===== src/hdl/imd_pkg.sv =====
// ==========================================
// Shared constants for the indexed move decoder
`default_nettype none
package imd_pkg;
  localparam int DATA_W = 32;
  // ==========================================
  // Register byte offsets
  localparam logic [7:0] OFF_INSTR = 8'h00;
  localparam logic [7:0] OFF_CTRL = 8'h04;
  localparam logic [7:0] OFF_MODE = 8'h08;
  localparam logic [7:0] OFF_STATUS = 8'h0c;
  localparam logic [7:0] OFF_IDX_SEL = 8'h10;
  localparam logic [7:0] OFF_IDX_DATA = 8'h14;
  localparam logic [7:0] OFF_DREG_SEL = 8'h18;
  localparam logic [7:0] OFF_DX_DATA = 8'h1c;
  localparam logic [7:0] OFF_DY_DATA = 8'h20;
  // ==========================================
  // Instruction word fields
  localparam int COND_LSB = 0;
  localparam int U_BIT = 5;
  localparam int D_BIT = 6;
  localparam int G_BIT = 7;
  localparam int IDX_LSB = 8;
  localparam int DREG_LSB = 12;
  localparam int IMM_LSB = 16;
  localparam int SIZE_LSB = 22;
  localparam logic [31:0] INSTR_RESET = 32'h01c0001f;
  localparam logic [4:0] COND_ALWAYS = 5'h1f;
  // ==========================================
  // Size option codes
  localparam logic [2:0] SIZE_NW = 3'h7;
  localparam logic [2:0] SIZE_BW = 3'h0;
  localparam logic [2:0] SIZE_SW = 3'h4;
  localparam logic [2:0] SIZE_BWSE = 3'h2;
  localparam logic [2:0] SIZE_SWSE = 3'h6;
  // ==========================================
  // Secondary element offsets
  localparam logic [31:0] K_NW = 32'h1;
  localparam logic [31:0] K_SW = 32'h2;
  localparam logic [31:0] K_BW = 32'h4;
  localparam logic [31:0] K_BCAST = 32'h0;
  localparam logic [3:0] BCAST_GEN1_IDX = 4'h1;
  localparam logic [3:0] BCAST_GEN2_IDX = 4'h9;
  // ==========================================
  // Control, mode and status bits
  localparam int CTRL_GO_BIT = 0;
  localparam int CTRL_CONDX_BIT = 1;
  localparam int CTRL_CONDY_BIT = 2;
  localparam int MODE_SIMD_BIT = 0;
  localparam int MODE_BCAST1_BIT = 1;
  localparam int MODE_BCAST2_BIT = 2;
  localparam logic [2:0] MODE_RESET = 3'h0;
  localparam int ST_BUSY_BIT = 0;
  localparam int ST_FAULT_BIT = 1;
  localparam int ST_XDONE_BIT = 2;
  localparam int ST_YDONE_BIT = 3;
  localparam int BYTE_SPACE_BIT = 31;
  // ==========================================
  // Memory access size codes and engine state encoding
  localparam logic [1:0] MSZ_BYTE = 2'h0;
  localparam logic [1:0] MSZ_SHORT = 2'h1;
  localparam logic [1:0] MSZ_WORD = 2'h2;
  typedef enum logic [2:0] {
    ST_IDLE = 3'h0,
    ST_FETCH = 3'h1,
    ST_CALC = 3'h3,
    ST_MEMX = 3'h2,
    ST_MEMY = 3'h6,
    ST_WBACK = 3'h7
  } imd_state_e;
endpackage
`default_nettype wire


===== src/hdl/imd_decode_top.sv =====
`timescale 1ns/1ps
`default_nettype none
module imd_decode_top (
  input wire logic mclk,
  input wire logic reset,
  input wire logic [7:0] avsAddress,
  input wire logic avsRead,
  input wire logic avsWrite,
  input wire logic [31:0] avsWritedata,
  output logic [31:0] avsReaddata,
  output logic avsWaitrequest,
  output logic memReq,
  output logic memWrite,
  output logic memProgSpace,
  output logic [31:0] memAddr,
  output logic [1:0] memSize,
  output logic [31:0] memWdata,
  input wire logic memAck,
  input wire logic [31:0] memRdata,
  output logic illegalSpaceEvent
);
  // ==========================================
  // State
  imd_pkg::imd_state_e state_reg, state_next;
  logic [31:0] instr_reg, instr_next;
  logic [2:0] mode_reg, mode_next;
  logic condX_reg, condX_next, condY_reg, condY_next;
  logic [3:0] idxSel_reg, idxSel_next, dregSel_reg, dregSel_next;
  logic fault_reg, fault_next, xDone_reg, xDone_next, yDone_reg, yDone_next;
  logic [1:0] rdStage_reg, rdStage_next;
  logic [31:0] readData_reg, readData_next;
  logic [31:0] idxVal_reg, idxVal_next, addrX_reg, addrX_next, addrY_reg, addrY_next;
  logic [31:0] dxVal_reg, dxVal_next, dyVal_reg, dyVal_next;
  logic [31:0] loadX_reg, loadX_next, loadY_reg, loadY_next, kVal_reg, kVal_next;
  logic execX_reg, execX_next, execY_reg, execY_next;
  logic irq_reg, irq_next;
  logic [31:0] idxRd, dxRd, dyRd;
  logic idxWe, dxWe, dyWe;
  logic [31:0] idxWd, dxWd, dyWd;
  logic [3:0] idxRa, dRa, idxWa, dWa;
  logic busy, busAcc, wrIdle;
  // ==========================================
  // Instruction decode
  logic [4:0] condCode;
  logic isStore, isProg, isPost, uncond, bcast, sizeLegal, subWord, signExt;
  logic [3:0] idxNum, dregNum;
  logic [2:0] sizeOpt;
  logic [31:0] immExt, kSel;
  logic [1:0] sizeCode;

  always_comb
  begin
    condCode = instr_reg[imd_pkg::COND_LSB +: 5];
    isProg = instr_reg[imd_pkg::G_BIT];
    isStore = instr_reg[imd_pkg::D_BIT];
    isPost = instr_reg[imd_pkg::U_BIT];
    idxNum = {isProg, instr_reg[imd_pkg::IDX_LSB +: 3]};
    dregNum = instr_reg[imd_pkg::DREG_LSB +: 4];
    immExt = {{26{instr_reg[imd_pkg::IMM_LSB + 5]}}, instr_reg[imd_pkg::IMM_LSB +: 6]};
    sizeOpt = instr_reg[imd_pkg::SIZE_LSB +: 3];
    uncond = (condCode == imd_pkg::COND_ALWAYS);
    sizeLegal = 1'b1;
    signExt = 1'b0;
    sizeCode = imd_pkg::MSZ_WORD;
    // store size vs load size-sign field
    unique case (sizeOpt)
      imd_pkg::SIZE_NW: sizeCode = imd_pkg::MSZ_WORD;
      imd_pkg::SIZE_BW: sizeCode = imd_pkg::MSZ_BYTE;
      imd_pkg::SIZE_SW: sizeCode = imd_pkg::MSZ_SHORT;
      imd_pkg::SIZE_BWSE:
      begin
        sizeCode = imd_pkg::MSZ_BYTE;
        signExt = 1'b1;
        sizeLegal = !isStore;
      end
      imd_pkg::SIZE_SWSE:
      begin
        sizeCode = imd_pkg::MSZ_SHORT;
        signExt = 1'b1;
        sizeLegal = !isStore;
      end
      default: sizeLegal = 1'b0;
    endcase
    subWord = (sizeCode != imd_pkg::MSZ_WORD);
    // broadcast read on index 1 or 9
    bcast = !isStore && ((idxNum == imd_pkg::BCAST_GEN1_IDX && mode_reg[imd_pkg::MODE_BCAST1_BIT])
      || (idxNum == imd_pkg::BCAST_GEN2_IDX && mode_reg[imd_pkg::MODE_BCAST2_BIT]));
    if (bcast)
    begin
      kSel = imd_pkg::K_BCAST;
    end
    else if (sizeCode == imd_pkg::MSZ_BYTE)
    begin
      kSel = imd_pkg::K_BW;
    end
    else if (sizeCode == imd_pkg::MSZ_SHORT)
    begin
      kSel = imd_pkg::K_SW;
    end
    else
    begin
      kSel = imd_pkg::K_NW;
    end
  end

  // ==========================================
  // Data fitting
  function automatic logic [31:0] fitLoad(input logic [31:0] raw, input logic [1:0] sz, input logic sx);
    logic [31:0] res;
    res = raw;
    if (sz == imd_pkg::MSZ_BYTE)
    begin
      res = {{24{sx & raw[7]}}, raw[7:0]};
    end
    else if (sz == imd_pkg::MSZ_SHORT)
    begin
      res = {{16{sx & raw[15]}}, raw[15:0]};
    end
    return res;
  endfunction

  function automatic logic [31:0] fitStore(input logic [31:0] val, input logic [1:0] sz);
    logic [31:0] res;
    res = val;
    if (sz == imd_pkg::MSZ_BYTE)
    begin
      res = {24'h0, val[7:0]};
    end
    else if (sz == imd_pkg::MSZ_SHORT)
    begin
      res = {16'h0, val[15:0]};
    end
    return res;
  endfunction

  // ==========================================
  // Register banks
  imd_reg_bank idxBank (.mclk(mclk), .reset(reset), .wrEn(idxWe), .wrAddr(idxWa), .wrData(idxWd),
    .rdAddr(idxRa), .rdData(idxRd));
  imd_reg_bank dxBank (.mclk(mclk), .reset(reset), .wrEn(dxWe), .wrAddr(dWa), .wrData(dxWd),
    .rdAddr(dRa), .rdData(dxRd));
  imd_reg_bank dyBank (.mclk(mclk), .reset(reset), .wrEn(dyWe), .wrAddr(dWa), .wrData(dyWd),
    .rdAddr(dRa), .rdData(dyRd));

  // ==========================================
  // Bus slave and engine next state
  always_comb
  begin
    busy = (state_reg != imd_pkg::ST_IDLE);
    busAcc = (avsRead || avsWrite) && !busy;
    wrIdle = avsWrite && !busy;
    state_next = state_reg;
    instr_next = instr_reg;
    mode_next = mode_reg;
    condX_next = condX_reg;
    condY_next = condY_reg;
    idxSel_next = idxSel_reg;
    dregSel_next = dregSel_reg;
    fault_next = fault_reg;
    xDone_next = xDone_reg;
    yDone_next = yDone_reg;
    rdStage_next = rdStage_reg;
    readData_next = readData_reg;
    idxVal_next = idxVal_reg;
    addrX_next = addrX_reg;
    addrY_next = addrY_reg;
    dxVal_next = dxVal_reg;
    dyVal_next = dyVal_reg;
    loadX_next = loadX_reg;
    loadY_next = loadY_reg;
    kVal_next = kVal_reg;
    execX_next = execX_reg;
    execY_next = execY_reg;
    irq_next = 1'b0;
    idxRa = busy ? idxNum : idxSel_reg;
    dRa = busy ? dregNum : dregSel_reg;
    idxWe = wrIdle && (avsAddress == imd_pkg::OFF_IDX_DATA);
    dxWe = wrIdle && (avsAddress == imd_pkg::OFF_DX_DATA);
    dyWe = wrIdle && (avsAddress == imd_pkg::OFF_DY_DATA);
    idxWa = idxSel_reg;
    dWa = dregSel_reg;
    idxWd = avsWritedata;
    dxWd = avsWritedata;
    dyWd = avsWritedata;
    if (avsRead && busAcc)
    begin
      rdStage_next = (rdStage_reg == 2'h2) ? 2'h0 : rdStage_reg + 2'h1;
      unique case (avsAddress)
        imd_pkg::OFF_INSTR: readData_next = instr_reg;
        imd_pkg::OFF_CTRL: readData_next = {29'h0, condY_reg, condX_reg, 1'b0};
        imd_pkg::OFF_MODE: readData_next = {29'h0, mode_reg};
        imd_pkg::OFF_STATUS: readData_next = {28'h0, yDone_reg, xDone_reg, fault_reg, busy};
        imd_pkg::OFF_IDX_SEL: readData_next = {28'h0, idxSel_reg};
        imd_pkg::OFF_IDX_DATA: readData_next = idxRd;
        imd_pkg::OFF_DREG_SEL: readData_next = {28'h0, dregSel_reg};
        imd_pkg::OFF_DX_DATA: readData_next = dxRd;
        imd_pkg::OFF_DY_DATA: readData_next = dyRd;
        default: readData_next = 32'h0;
      endcase
    end
    if (wrIdle)
    begin
      unique case (avsAddress)
        imd_pkg::OFF_INSTR: instr_next = avsWritedata;
        imd_pkg::OFF_MODE: mode_next = avsWritedata[2:0];
        imd_pkg::OFF_IDX_SEL: idxSel_next = avsWritedata[3:0];
        imd_pkg::OFF_DREG_SEL: dregSel_next = avsWritedata[3:0];
        imd_pkg::OFF_CTRL:
        begin
          condX_next = avsWritedata[imd_pkg::CTRL_CONDX_BIT];
          condY_next = avsWritedata[imd_pkg::CTRL_CONDY_BIT];
          if (avsWritedata[imd_pkg::CTRL_GO_BIT])
          begin
            state_next = imd_pkg::ST_FETCH;
            fault_next = 1'b0;
            xDone_next = 1'b0;
            yDone_next = 1'b0;
          end
        end
        default:
        begin
        end
      endcase
    end
    unique case (state_reg)
      imd_pkg::ST_IDLE:
      begin
      end
      imd_pkg::ST_FETCH: state_next = imd_pkg::ST_CALC;
      imd_pkg::ST_CALC:
      begin
        idxVal_next = idxRd;
        dxVal_next = dxRd;
        dyVal_next = dyRd;
        kVal_next = kSel;
        // premodify adds offset, postmodify uses index
        // secondary base is index plus k
        addrX_next = isPost ? idxRd : idxRd + immExt;
        addrY_next = isPost ? idxRd + kSel : idxRd + kSel + immExt;
        execX_next = uncond || condX_reg;
        execY_next = mode_reg[imd_pkg::MODE_SIMD_BIT] && (uncond || condY_reg);
        if (!sizeLegal || (subWord && !idxRd[imd_pkg::BYTE_SPACE_BIT]))
        begin
          fault_next = 1'b1;
          irq_next = 1'b1;
          state_next = imd_pkg::ST_IDLE;
        end
        else
        begin
          state_next = imd_pkg::ST_MEMX;
        end
      end
      imd_pkg::ST_MEMX:
      begin
        if (!execX_reg)
        begin
          state_next = imd_pkg::ST_MEMY;
        end
        else if (memAck)
        begin
          loadX_next = fitLoad(memRdata, sizeCode, signExt);
          state_next = imd_pkg::ST_MEMY;
        end
      end
      imd_pkg::ST_MEMY:
      begin
        if (!execY_reg)
        begin
          state_next = imd_pkg::ST_WBACK;
        end
        else if (memAck)
        begin
          loadY_next = fitLoad(memRdata, sizeCode, signExt);
          state_next = imd_pkg::ST_WBACK;
        end
      end
      imd_pkg::ST_WBACK:
      begin
        dxWe = !isStore && execX_reg;
        dyWe = !isStore && execY_reg;
        dWa = dregNum;
        dxWd = loadX_reg;
        dyWd = loadY_reg;
        idxWe = isPost && (execX_reg || execY_reg);
        idxWa = idxNum;
        idxWd = idxVal_reg + immExt;
        xDone_next = execX_reg;
        yDone_next = execY_reg;
        state_next = imd_pkg::ST_IDLE;
      end
      default: state_next = imd_pkg::ST_IDLE;
    endcase
  end

  // ==========================================
  // Registers
  always_ff @(posedge mclk or posedge reset)
  begin
    if (reset)
    begin
      state_reg <= imd_pkg::ST_IDLE;
      instr_reg <= imd_pkg::INSTR_RESET;
      mode_reg <= imd_pkg::MODE_RESET;
      condX_reg <= 1'b0;
      condY_reg <= 1'b0;
      idxSel_reg <= 4'h0;
      dregSel_reg <= 4'h0;
      fault_reg <= 1'b0;
      xDone_reg <= 1'b0;
      yDone_reg <= 1'b0;
      rdStage_reg <= 2'h0;
      readData_reg <= 32'h0;
      idxVal_reg <= 32'h0;
      addrX_reg <= 32'h0;
      addrY_reg <= 32'h0;
      dxVal_reg <= 32'h0;
      dyVal_reg <= 32'h0;
      loadX_reg <= 32'h0;
      loadY_reg <= 32'h0;
      kVal_reg <= 32'h0;
      execX_reg <= 1'b0;
      execY_reg <= 1'b0;
      irq_reg <= 1'b0;
    end
    else
    begin
      state_reg <= state_next;
      instr_reg <= instr_next;
      mode_reg <= mode_next;
      condX_reg <= condX_next;
      condY_reg <= condY_next;
      idxSel_reg <= idxSel_next;
      dregSel_reg <= dregSel_next;
      fault_reg <= fault_next;
      xDone_reg <= xDone_next;
      yDone_reg <= yDone_next;
      rdStage_reg <= rdStage_next;
      readData_reg <= readData_next;
      idxVal_reg <= idxVal_next;
      addrX_reg <= addrX_next;
      addrY_reg <= addrY_next;
      dxVal_reg <= dxVal_next;
      dyVal_reg <= dyVal_next;
      loadX_reg <= loadX_next;
      loadY_reg <= loadY_next;
      kVal_reg <= kVal_next;
      execX_reg <= execX_next;
      execY_reg <= execY_next;
      irq_reg <= irq_next;
    end
  end

  // ==========================================
  // Outputs
  assign avsWaitrequest = busy || (avsRead && rdStage_reg != 2'h2);
  assign avsReaddata = readData_reg;
  assign memReq = (state_reg == imd_pkg::ST_MEMX && execX_reg) || (state_reg == imd_pkg::ST_MEMY && execY_reg);
  assign memWrite = isStore;
  assign memProgSpace = isProg;
  assign memSize = sizeCode;
  assign memAddr = (state_reg == imd_pkg::ST_MEMY) ? addrY_reg : addrX_reg;
  assign memWdata = fitStore((state_reg == imd_pkg::ST_MEMY) ? dyVal_reg : dxVal_reg, sizeCode);
  assign illegalSpaceEvent = irq_reg;

  // ==========================================
  // Checks
  // unconditional code runs primary
  AST_UNCOND_RUNS: assert property (@(posedge mclk) disable iff (reset)
    (state_reg == imd_pkg::ST_CALC && uncond && state_next == imd_pkg::ST_MEMX) |=> execX_reg)
    else $error("Unconditional move not executed");
  AST_PREMOD_ADDR: assert property (@(posedge mclk) disable iff (reset)
    (memReq && state_reg == imd_pkg::ST_MEMX && !isPost) |-> memAddr == idxVal_reg + immExt)
    else $error("Premodified address wrong");
  AST_POST_WB: assert property (@(posedge mclk) disable iff (reset)
    (state_reg == imd_pkg::ST_WBACK && isPost && execX_reg) |-> (idxWe && idxWd == idxVal_reg + immExt))
    else $error("Postmodify write back missing");
  // no index update without postmodify and true element
  AST_NO_WB: assert property (@(posedge mclk) disable iff (reset)
    (state_reg == imd_pkg::ST_WBACK && (!isPost || (!execX_reg && !execY_reg))) |-> !idxWe)
    else $error("Unexpected index update");
  AST_Y_OFFSET: assert property (@(posedge mclk) disable iff (reset)
    (memReq && state_reg == imd_pkg::ST_MEMY) |-> memAddr == addrX_reg + kVal_reg)
    else $error("Secondary address offset wrong");
  AST_BCAST_SAME: assert property (@(posedge mclk) disable iff (reset)
    (memReq && state_reg == imd_pkg::ST_MEMY && bcast) |-> memAddr == addrX_reg)
    else $error("Broadcast read address differs");
  AST_QUIET: assert property (@(posedge mclk) disable iff (reset)
    (state_reg == imd_pkg::ST_MEMX && !execX_reg) |-> !memReq ##1 state_reg == imd_pkg::ST_MEMY)
    else $error("Access despite false condition");
  AST_FAULT: assert property (@(posedge mclk) disable iff (reset)
    (state_reg == imd_pkg::ST_CALC && subWord && !idxRd[imd_pkg::BYTE_SPACE_BIT])
    |=> (illegalSpaceEvent && fault_reg && state_reg == imd_pkg::ST_IDLE && !memReq))
    else $error("Byte space fault not raised");
  AST_STORE_MASK: assert property (@(posedge mclk) disable iff (reset)
    (memReq && memWrite && memSize == imd_pkg::MSZ_BYTE) |-> memWdata[31:8] == 24'h0)
    else $error("Byte store upper bits not clear");
  AST_SISD_NO_Y: assert property (@(posedge mclk) disable iff (reset)
    (state_reg == imd_pkg::ST_CALC && !mode_reg[imd_pkg::MODE_SIMD_BIT]) |=> !execY_reg)
    else $error("Secondary ran outside SIMD");
endmodule
`default_nettype wire


===== src/hdl/imd_reg_bank.sv =====
`timescale 1ns/1ps
`default_nettype none
// ==========================================
// Sixteen word register bank, registered read
module imd_reg_bank (
  input wire logic mclk,
  input wire logic reset,
  input wire logic wrEn,
  input wire logic [3:0] wrAddr,
  input wire logic [31:0] wrData,
  input wire logic [3:0] rdAddr,
  output logic [31:0] rdData
);
  logic [31:0] store [16];
  logic [31:0] rdData_reg;
  logic [31:0] rdData_next;

  always_comb
  begin
    rdData_next = store[rdAddr];
  end

  always_ff @(posedge mclk)
  begin
    if (wrEn)
    begin
      store[wrAddr] <= wrData;
    end
  end

  always_ff @(posedge mclk or posedge reset)
  begin
    if (reset)
    begin
      rdData_reg <= 32'h0;
    end
    else
    begin
      rdData_reg <= rdData_next;
    end
  end

  assign rdData = rdData_reg;
endmodule
`default_nettype wire


===== config.mk =====
export PLATFORM = sky130hd
export DESIGN_NAME = imd_decode_top
export DESIGN_NICKNAME = d
export VERILOG_FILES = /design/src/hdl/imd_pkg.sv /design/src/hdl/imd_decode_top.sv /design/src/hdl/imd_reg_bank.sv
export SDC_FILE = /design/constraint.sdc
export NUM_CORES = 2
export LEC_CHECK = 0
export ABC_AREA = 1
export BUFFER_PORTS_ARGS = -buffer_cell sky130_fd_sc_hd__buf_4
export CORE_MARGIN = 10
export CORE_UTILIZATION = 28
export CTS_CLUSTER_SIZE = 8
export DETAILED_ROUTE_END_ITERATION = 10
export PLACE_DENSITY = 0.53
export REMOVE_ABC_BUFFERS = 1
export SYNTH_ARGS = -nofsm -noshare
export SYNTH_HDL_FRONTEND = slang
export SYNTH_SLANG_ARGS = --single-unit

===== constraint.sdc =====
create_clock -name mclk -period 34.1 [get_ports mclk]
set_clock_uncertainty 0.05 [all_clocks]
set_input_delay 5.115 -clock mclk [delete_from_list [all_inputs] [get_ports mclk]]
set_output_delay 5.115 -clock mclk [all_outputs]
set_load 0.01 [all_outputs]

* Yosys cells after proc, flatten, opt, wreduce, memory -nomap -nowiden
Memories as Yosys holds them, arrays and structs flattened. A register that Yosys moved wholly into a read port is not among the register bits.
Cells that the tools add are included.
W data, S select, Z words.
** Word-level totals
- Register bits :: 312
- Bits in writable memories :: 1536
- Input bits :: 77
- Memories kept :: 3
** Memory list
- dxBank.store :: depth 16, bits a word 32, read ports 1, clocked after Yosys merged registers in 1, wr ports 1, line imd_reg_bank.sv:14 : logic [31:0] store [16];
- dyBank.store :: depth 16, bits a word 32, read ports 1, clocked after Yosys merged registers in 1, wr ports 1, line imd_reg_bank.sv:14
- idxBank.store :: depth 16, bits a word 32, read ports 1, clocked after Yosys merged registers in 1, wr ports 1, line imd_reg_bank.sv:14
** Cells by class
- Add/subtract/negate cells :: 5
- Equal/unequal tests :: 24
- Muxes and demuxes :: 53
- Bitwise operators :: 2
- Reductions and logical operators :: 49
** Operators by type and width (number)
- $mux W32 :: 11
- $pmux W32 S9 :: 1
- $add A32 B32 Y32 :: 4
- $eq A8 B5 Y1 const B :: 4
- $mux W3 :: 9
- $mux W1 :: 22
- $logic_and A1 B1 Y1 :: 17
- $eq A8 B4 Y1 const B :: 2
- $mux W4 :: 4
- $eq A3 B3 Y1 const B :: 5
- $pmux W3 S5 :: 1
- $reduce_and A2 Y1 :: 5
- $eq A3 B2 Y1 const B :: 3
- $reduce_and A3 Y1 :: 3
- $eq A8 B3 Y1 const B :: 1
- $eq A8 B6 Y1 const B :: 1
- $logic_not A8 Y1 :: 1
- $logic_or A1 B1 Y1 :: 8
- $logic_not A3 Y1 :: 2
- $mux W2 :: 3
- $reduce_bool A2 Y1 :: 3
- $reduce_or A2 Y1 :: 3
- $eq A5 B5 Y1 const B :: 1
- $eq A4 B1 Y1 const B :: 1
- other kinds (13) :: 18

* Longest topological paths before layout
- Depth in word-level cells :: 10
- Depth in mapped cells :: 29
- Mapped depth without buffers :: 29

* By module
A second synthesis with hierarchy kept.
** Unflattened totals
- Cell total of the unflattened synthesis :: 9844
- Area, all modules :: 91093.6 um^2
** Modules (own cells, without submodules)
- imd_reg_bank at dxBank :: instances 1, cells an instance 2123, area each 22895.7 um^2, sequential area each 16175.5 um^2
- imd_reg_bank at idxBank :: instances 1, cells an instance 2121, area each 22894.5 um^2, sequential area each 16175.5 um^2
- imd_reg_bank at dyBank :: instances 1, cells an instance 2121, area each 22893.2 um^2, sequential area each 16175.5 um^2
- imd_decode_top :: instances 1, cells an instance 3479, area each 22410.2 um^2, sequential area each 7817.5 um^2

* Least setup slack after synthesis
OpenSTA, ideal clock, no wires.
- Path kind :: input to output
- Start point :: input port avsRead
- End point :: output port avsWaitrequest
- Arrival :: 5.276 ns
- Required time :: 28.935 ns
- Path slack :: 23.659 ns
- Cell stages on the path :: 2
- Path buffers :: 0
- Cell sequence :: o21ai_0 > nand2_1
** Between the ends
- Word-level cells in the longest chain between the ends :: 2
** Ends and longest elaborated chain
- from (decl) :: line imd_decode_top.sv:7 : input wire logic avsRead,
- $logic_and A1 B1 Y1 :: line imd_decode_top.sv:355 : assign avsWaitrequest = busy || (avsRead && rdStage_reg != 2'h2);
- $logic_or A1 B1 Y1 :: line imd_decode_top.sv:355
- to (decl) :: line imd_decode_top.sv:11 : output logic avsWaitrequest,
No other way between the ends.

* Worst setup path after layout
Same ends and word-level chain as after synthesis.

==> results.yml <==
outcome:
  status: "finished, final reports clean"
die:
  dieArea_sq_mm: 0.322
  start_util: 0.281
  io_pins: 180
  die_w_microns: 568
  rows: 201
  chipHeight_microns: 568
  core-area_sq_mm: 0.299
global_route:
  gr-usage-all-layers: 0.172
  antenna_found_initial: 34
  grt_pass1_vias: 58950
  grt_pass1_wl_microns: 416000
  grt_max_degree: 195
  grt_overflow: 0
sta:
  final-hold-violation-count: 0
  worst_slack_ps: 23430
  rsz0062_at_grt: "no"
  setup_viol: 0
  relSlewSlack: 0.115
  fin_crit_ps: 10670
  drv_slew: 0
  max_freq_mhz: 93.7
  finalCritPeriodShare: 0.313
  worstMarginPinSlew_ps: 1320
  timing.hold.ws_ps: 417
  fin_setup_tns_ps: 0
critical_path:
  crit_arrival_ps: 5510
  end_kind: "primary output"
  start_kind: "primary input"
  crit_fanout: 2
  worstSetupPathType: "in2out"
  rr_worst_depth: 26
  reg2reg_setup_slack_ps: 27680
  r2r_start: "instr_reg[22]"
  crit-reg2reg-capture: "addrY_reg[31]"
  worstPathRequired_ps: 28930
hold_path:
  worstHoldEndpoint: "dyVal_reg[26]"
  hp-start: "dyVal_reg[26]"
  hold_depth: 2
  min-delay-path-class: "reg2reg"
placement:
  post-place-ws_ps: 23410
  place_inst: 11436
  numPortBuffers: 179
  dpl.hpwl_microns: 184000
  gp_congestion: 0.929
job:
  maxCapViolCount: 0
cts:
  htreeDepth: 5
  clock_path_buffers: 4
  ctsRootBufferMaster: "clkbuf_16"
  cts_setup_buffers: 0
  clock_latency_ps: 880
  cts_sinks: 1944
  cts_inserted_buffers: 287
  ctsHoldBuffers: 0
  clkSlewWorstSetupHoldPaths_ps: 50
  cts_tree: "done"
  cts_resized: 0
synth:
  synthTopCellsByCount: "1536 x edfxtp_1, 1281 x nand2_1, 1032 x o21ai_0, 974 x nor2_1, 400 x dfrtp_1"
  synth_cells: 7563
  synthFlopType: "edfxtp_1"
  synth_top_cells_by_area: "edfxtp_1 55%, dfrtp_1 12%, o21ai_0 6.1%"
  synth_area_leader_cell: "edfxtp_1"
  synth-seq-cells: 1944
  syn_area_sq_mm: 0.0840
  syn_avg_cell_area_sq_um: 11.1
  synth-edff-count: 1536
  yosysMostFrequentCell: "edfxtp_1"
  ys_async_sr_fraction: 0.210
  ys_types: 50
  yosys_warnings: 0
  yosysSeqAreaShare: 0.671
  synth_top_area_frac: 0.549
power_and_ir_drop:
  p_leak_nw: 35.5
  powerDensity_mw_per_mm2: 94.8
  ir_drop_mv: 0.0974
drt:
  drtIter0Drc: 5796
  routed_wl_microns: 290000
  routedWlPerCell_microns: 24.5
  drc: 0
  ant_nets: 0
  dr.pass1.iters: 6
  routed_via_density: 5.12
  dr_total_vias: 60747
final_layout:
  instances_no_fill: 11861
  final_core_util: 0.328
  post_route_cells_drive_above_1_share: 0.0984
  nets: 7945
  nFillCells: 29924
  syn_to_final_growth_pct: 16.9
  top_regs: "dxBank.store x512, dyBank.store x512, idxBank.store x512"
-- report_power, final --
part | internal (W) | switching, W | leakage, nW
Sequential | 0.00282 | 0.000180 | 18.8
Clock | 0.00156 | 0.00100 | 3.84
Combinational | 0.00102 | 0.00272 | 12.9
Total | 0.00540 | 0.00391 | 35.5
-- logic make-up after synthesis --
logic type                 Yosys count  synth area share
muxes                               13           0.00174
and+or+nand+nor                   2659             0.126
buffers and inverters              826            0.0411
xor gates and xnor gates            51           0.00532
DFF                               1944             0.671
AOI/OAI and AO/OA                 1969             0.140
adders and majority gates          101            0.0154
-- critical path, stage by stage --
cell and delay (ps):
buf_4 110, o21ai_0 60, nand2_1 70, buf_4 150
-- placed cells by master (no fill, tap or decap), types with 106 or more instances in the layout --
| cell type | instances |
|---|---|
| a21oi_1 | 221 |
| buf_4 | 343 |
| clkbuf_1 | 106 |
| clkbuf_16 | 292 |
| dfrtp_1 | 398 |
| edfxtp_1 | 1536 |
| inv_1 | 376 |
| nand2_1 | 1280 |
| nand3_1 | 318 |
| nor2_1 | 924 |
| o211ai_1 | 109 |
| o21ai_0 | 999 |
| o21ai_1 | 161 |
| o21bai_1 | 112 |
| o221ai_1 | 294 |
-- how the worst max path moves through the flow --
stage / from / to / depth (start not counted)
global placement: avsRead / avsWaitrequest / 4
finish: avsRead / avsWaitrequest / 4
detailed placement: avsRead / avsWaitrequest / 4
CTS: avsRead / avsWaitrequest / 4
global route: avsRead / avsWaitrequest / 4
floorplan: reset / addrX_reg[0] / 1
-- layer usage --
layer | part of all wire | up-vias | GRT usage
met1 | 0.42 | 30535 | 0.228
li1 | - | 27416 | -
met3 | 0.073 | 451 | 0.0327
met5 | 0.00016 | - | 0
met2 | 0.47 | 2339 | 0.284
met4 | 0.034 | 6 | 0.0575
-- layout make-up --
cell class                 instances  area [sq um]  area share
multi-input combinational       4793         24700       0.252
tap                             3958          4950      0.0504
antenna                            8          20.0    0.000204
clock inverter                    17           229     0.00233
timing repair buffer             350          2720      0.0276
clock buffer                     400          7730      0.0787
sequential                      1944         56300       0.574
inverter                         391          1490      0.0152
-- metrics by stage --
step           total power [W]  cell area [sq um]
2_1_floorplan          0.00528              82000
3_3_place_gp           0.00671              90200
3_5_place_dp           0.00678              90200
4_1_cts                0.00936              98200
5_1_grt                0.00983              98200
6_report               0.00931              98200
Power figures use the tool's default switching activity.
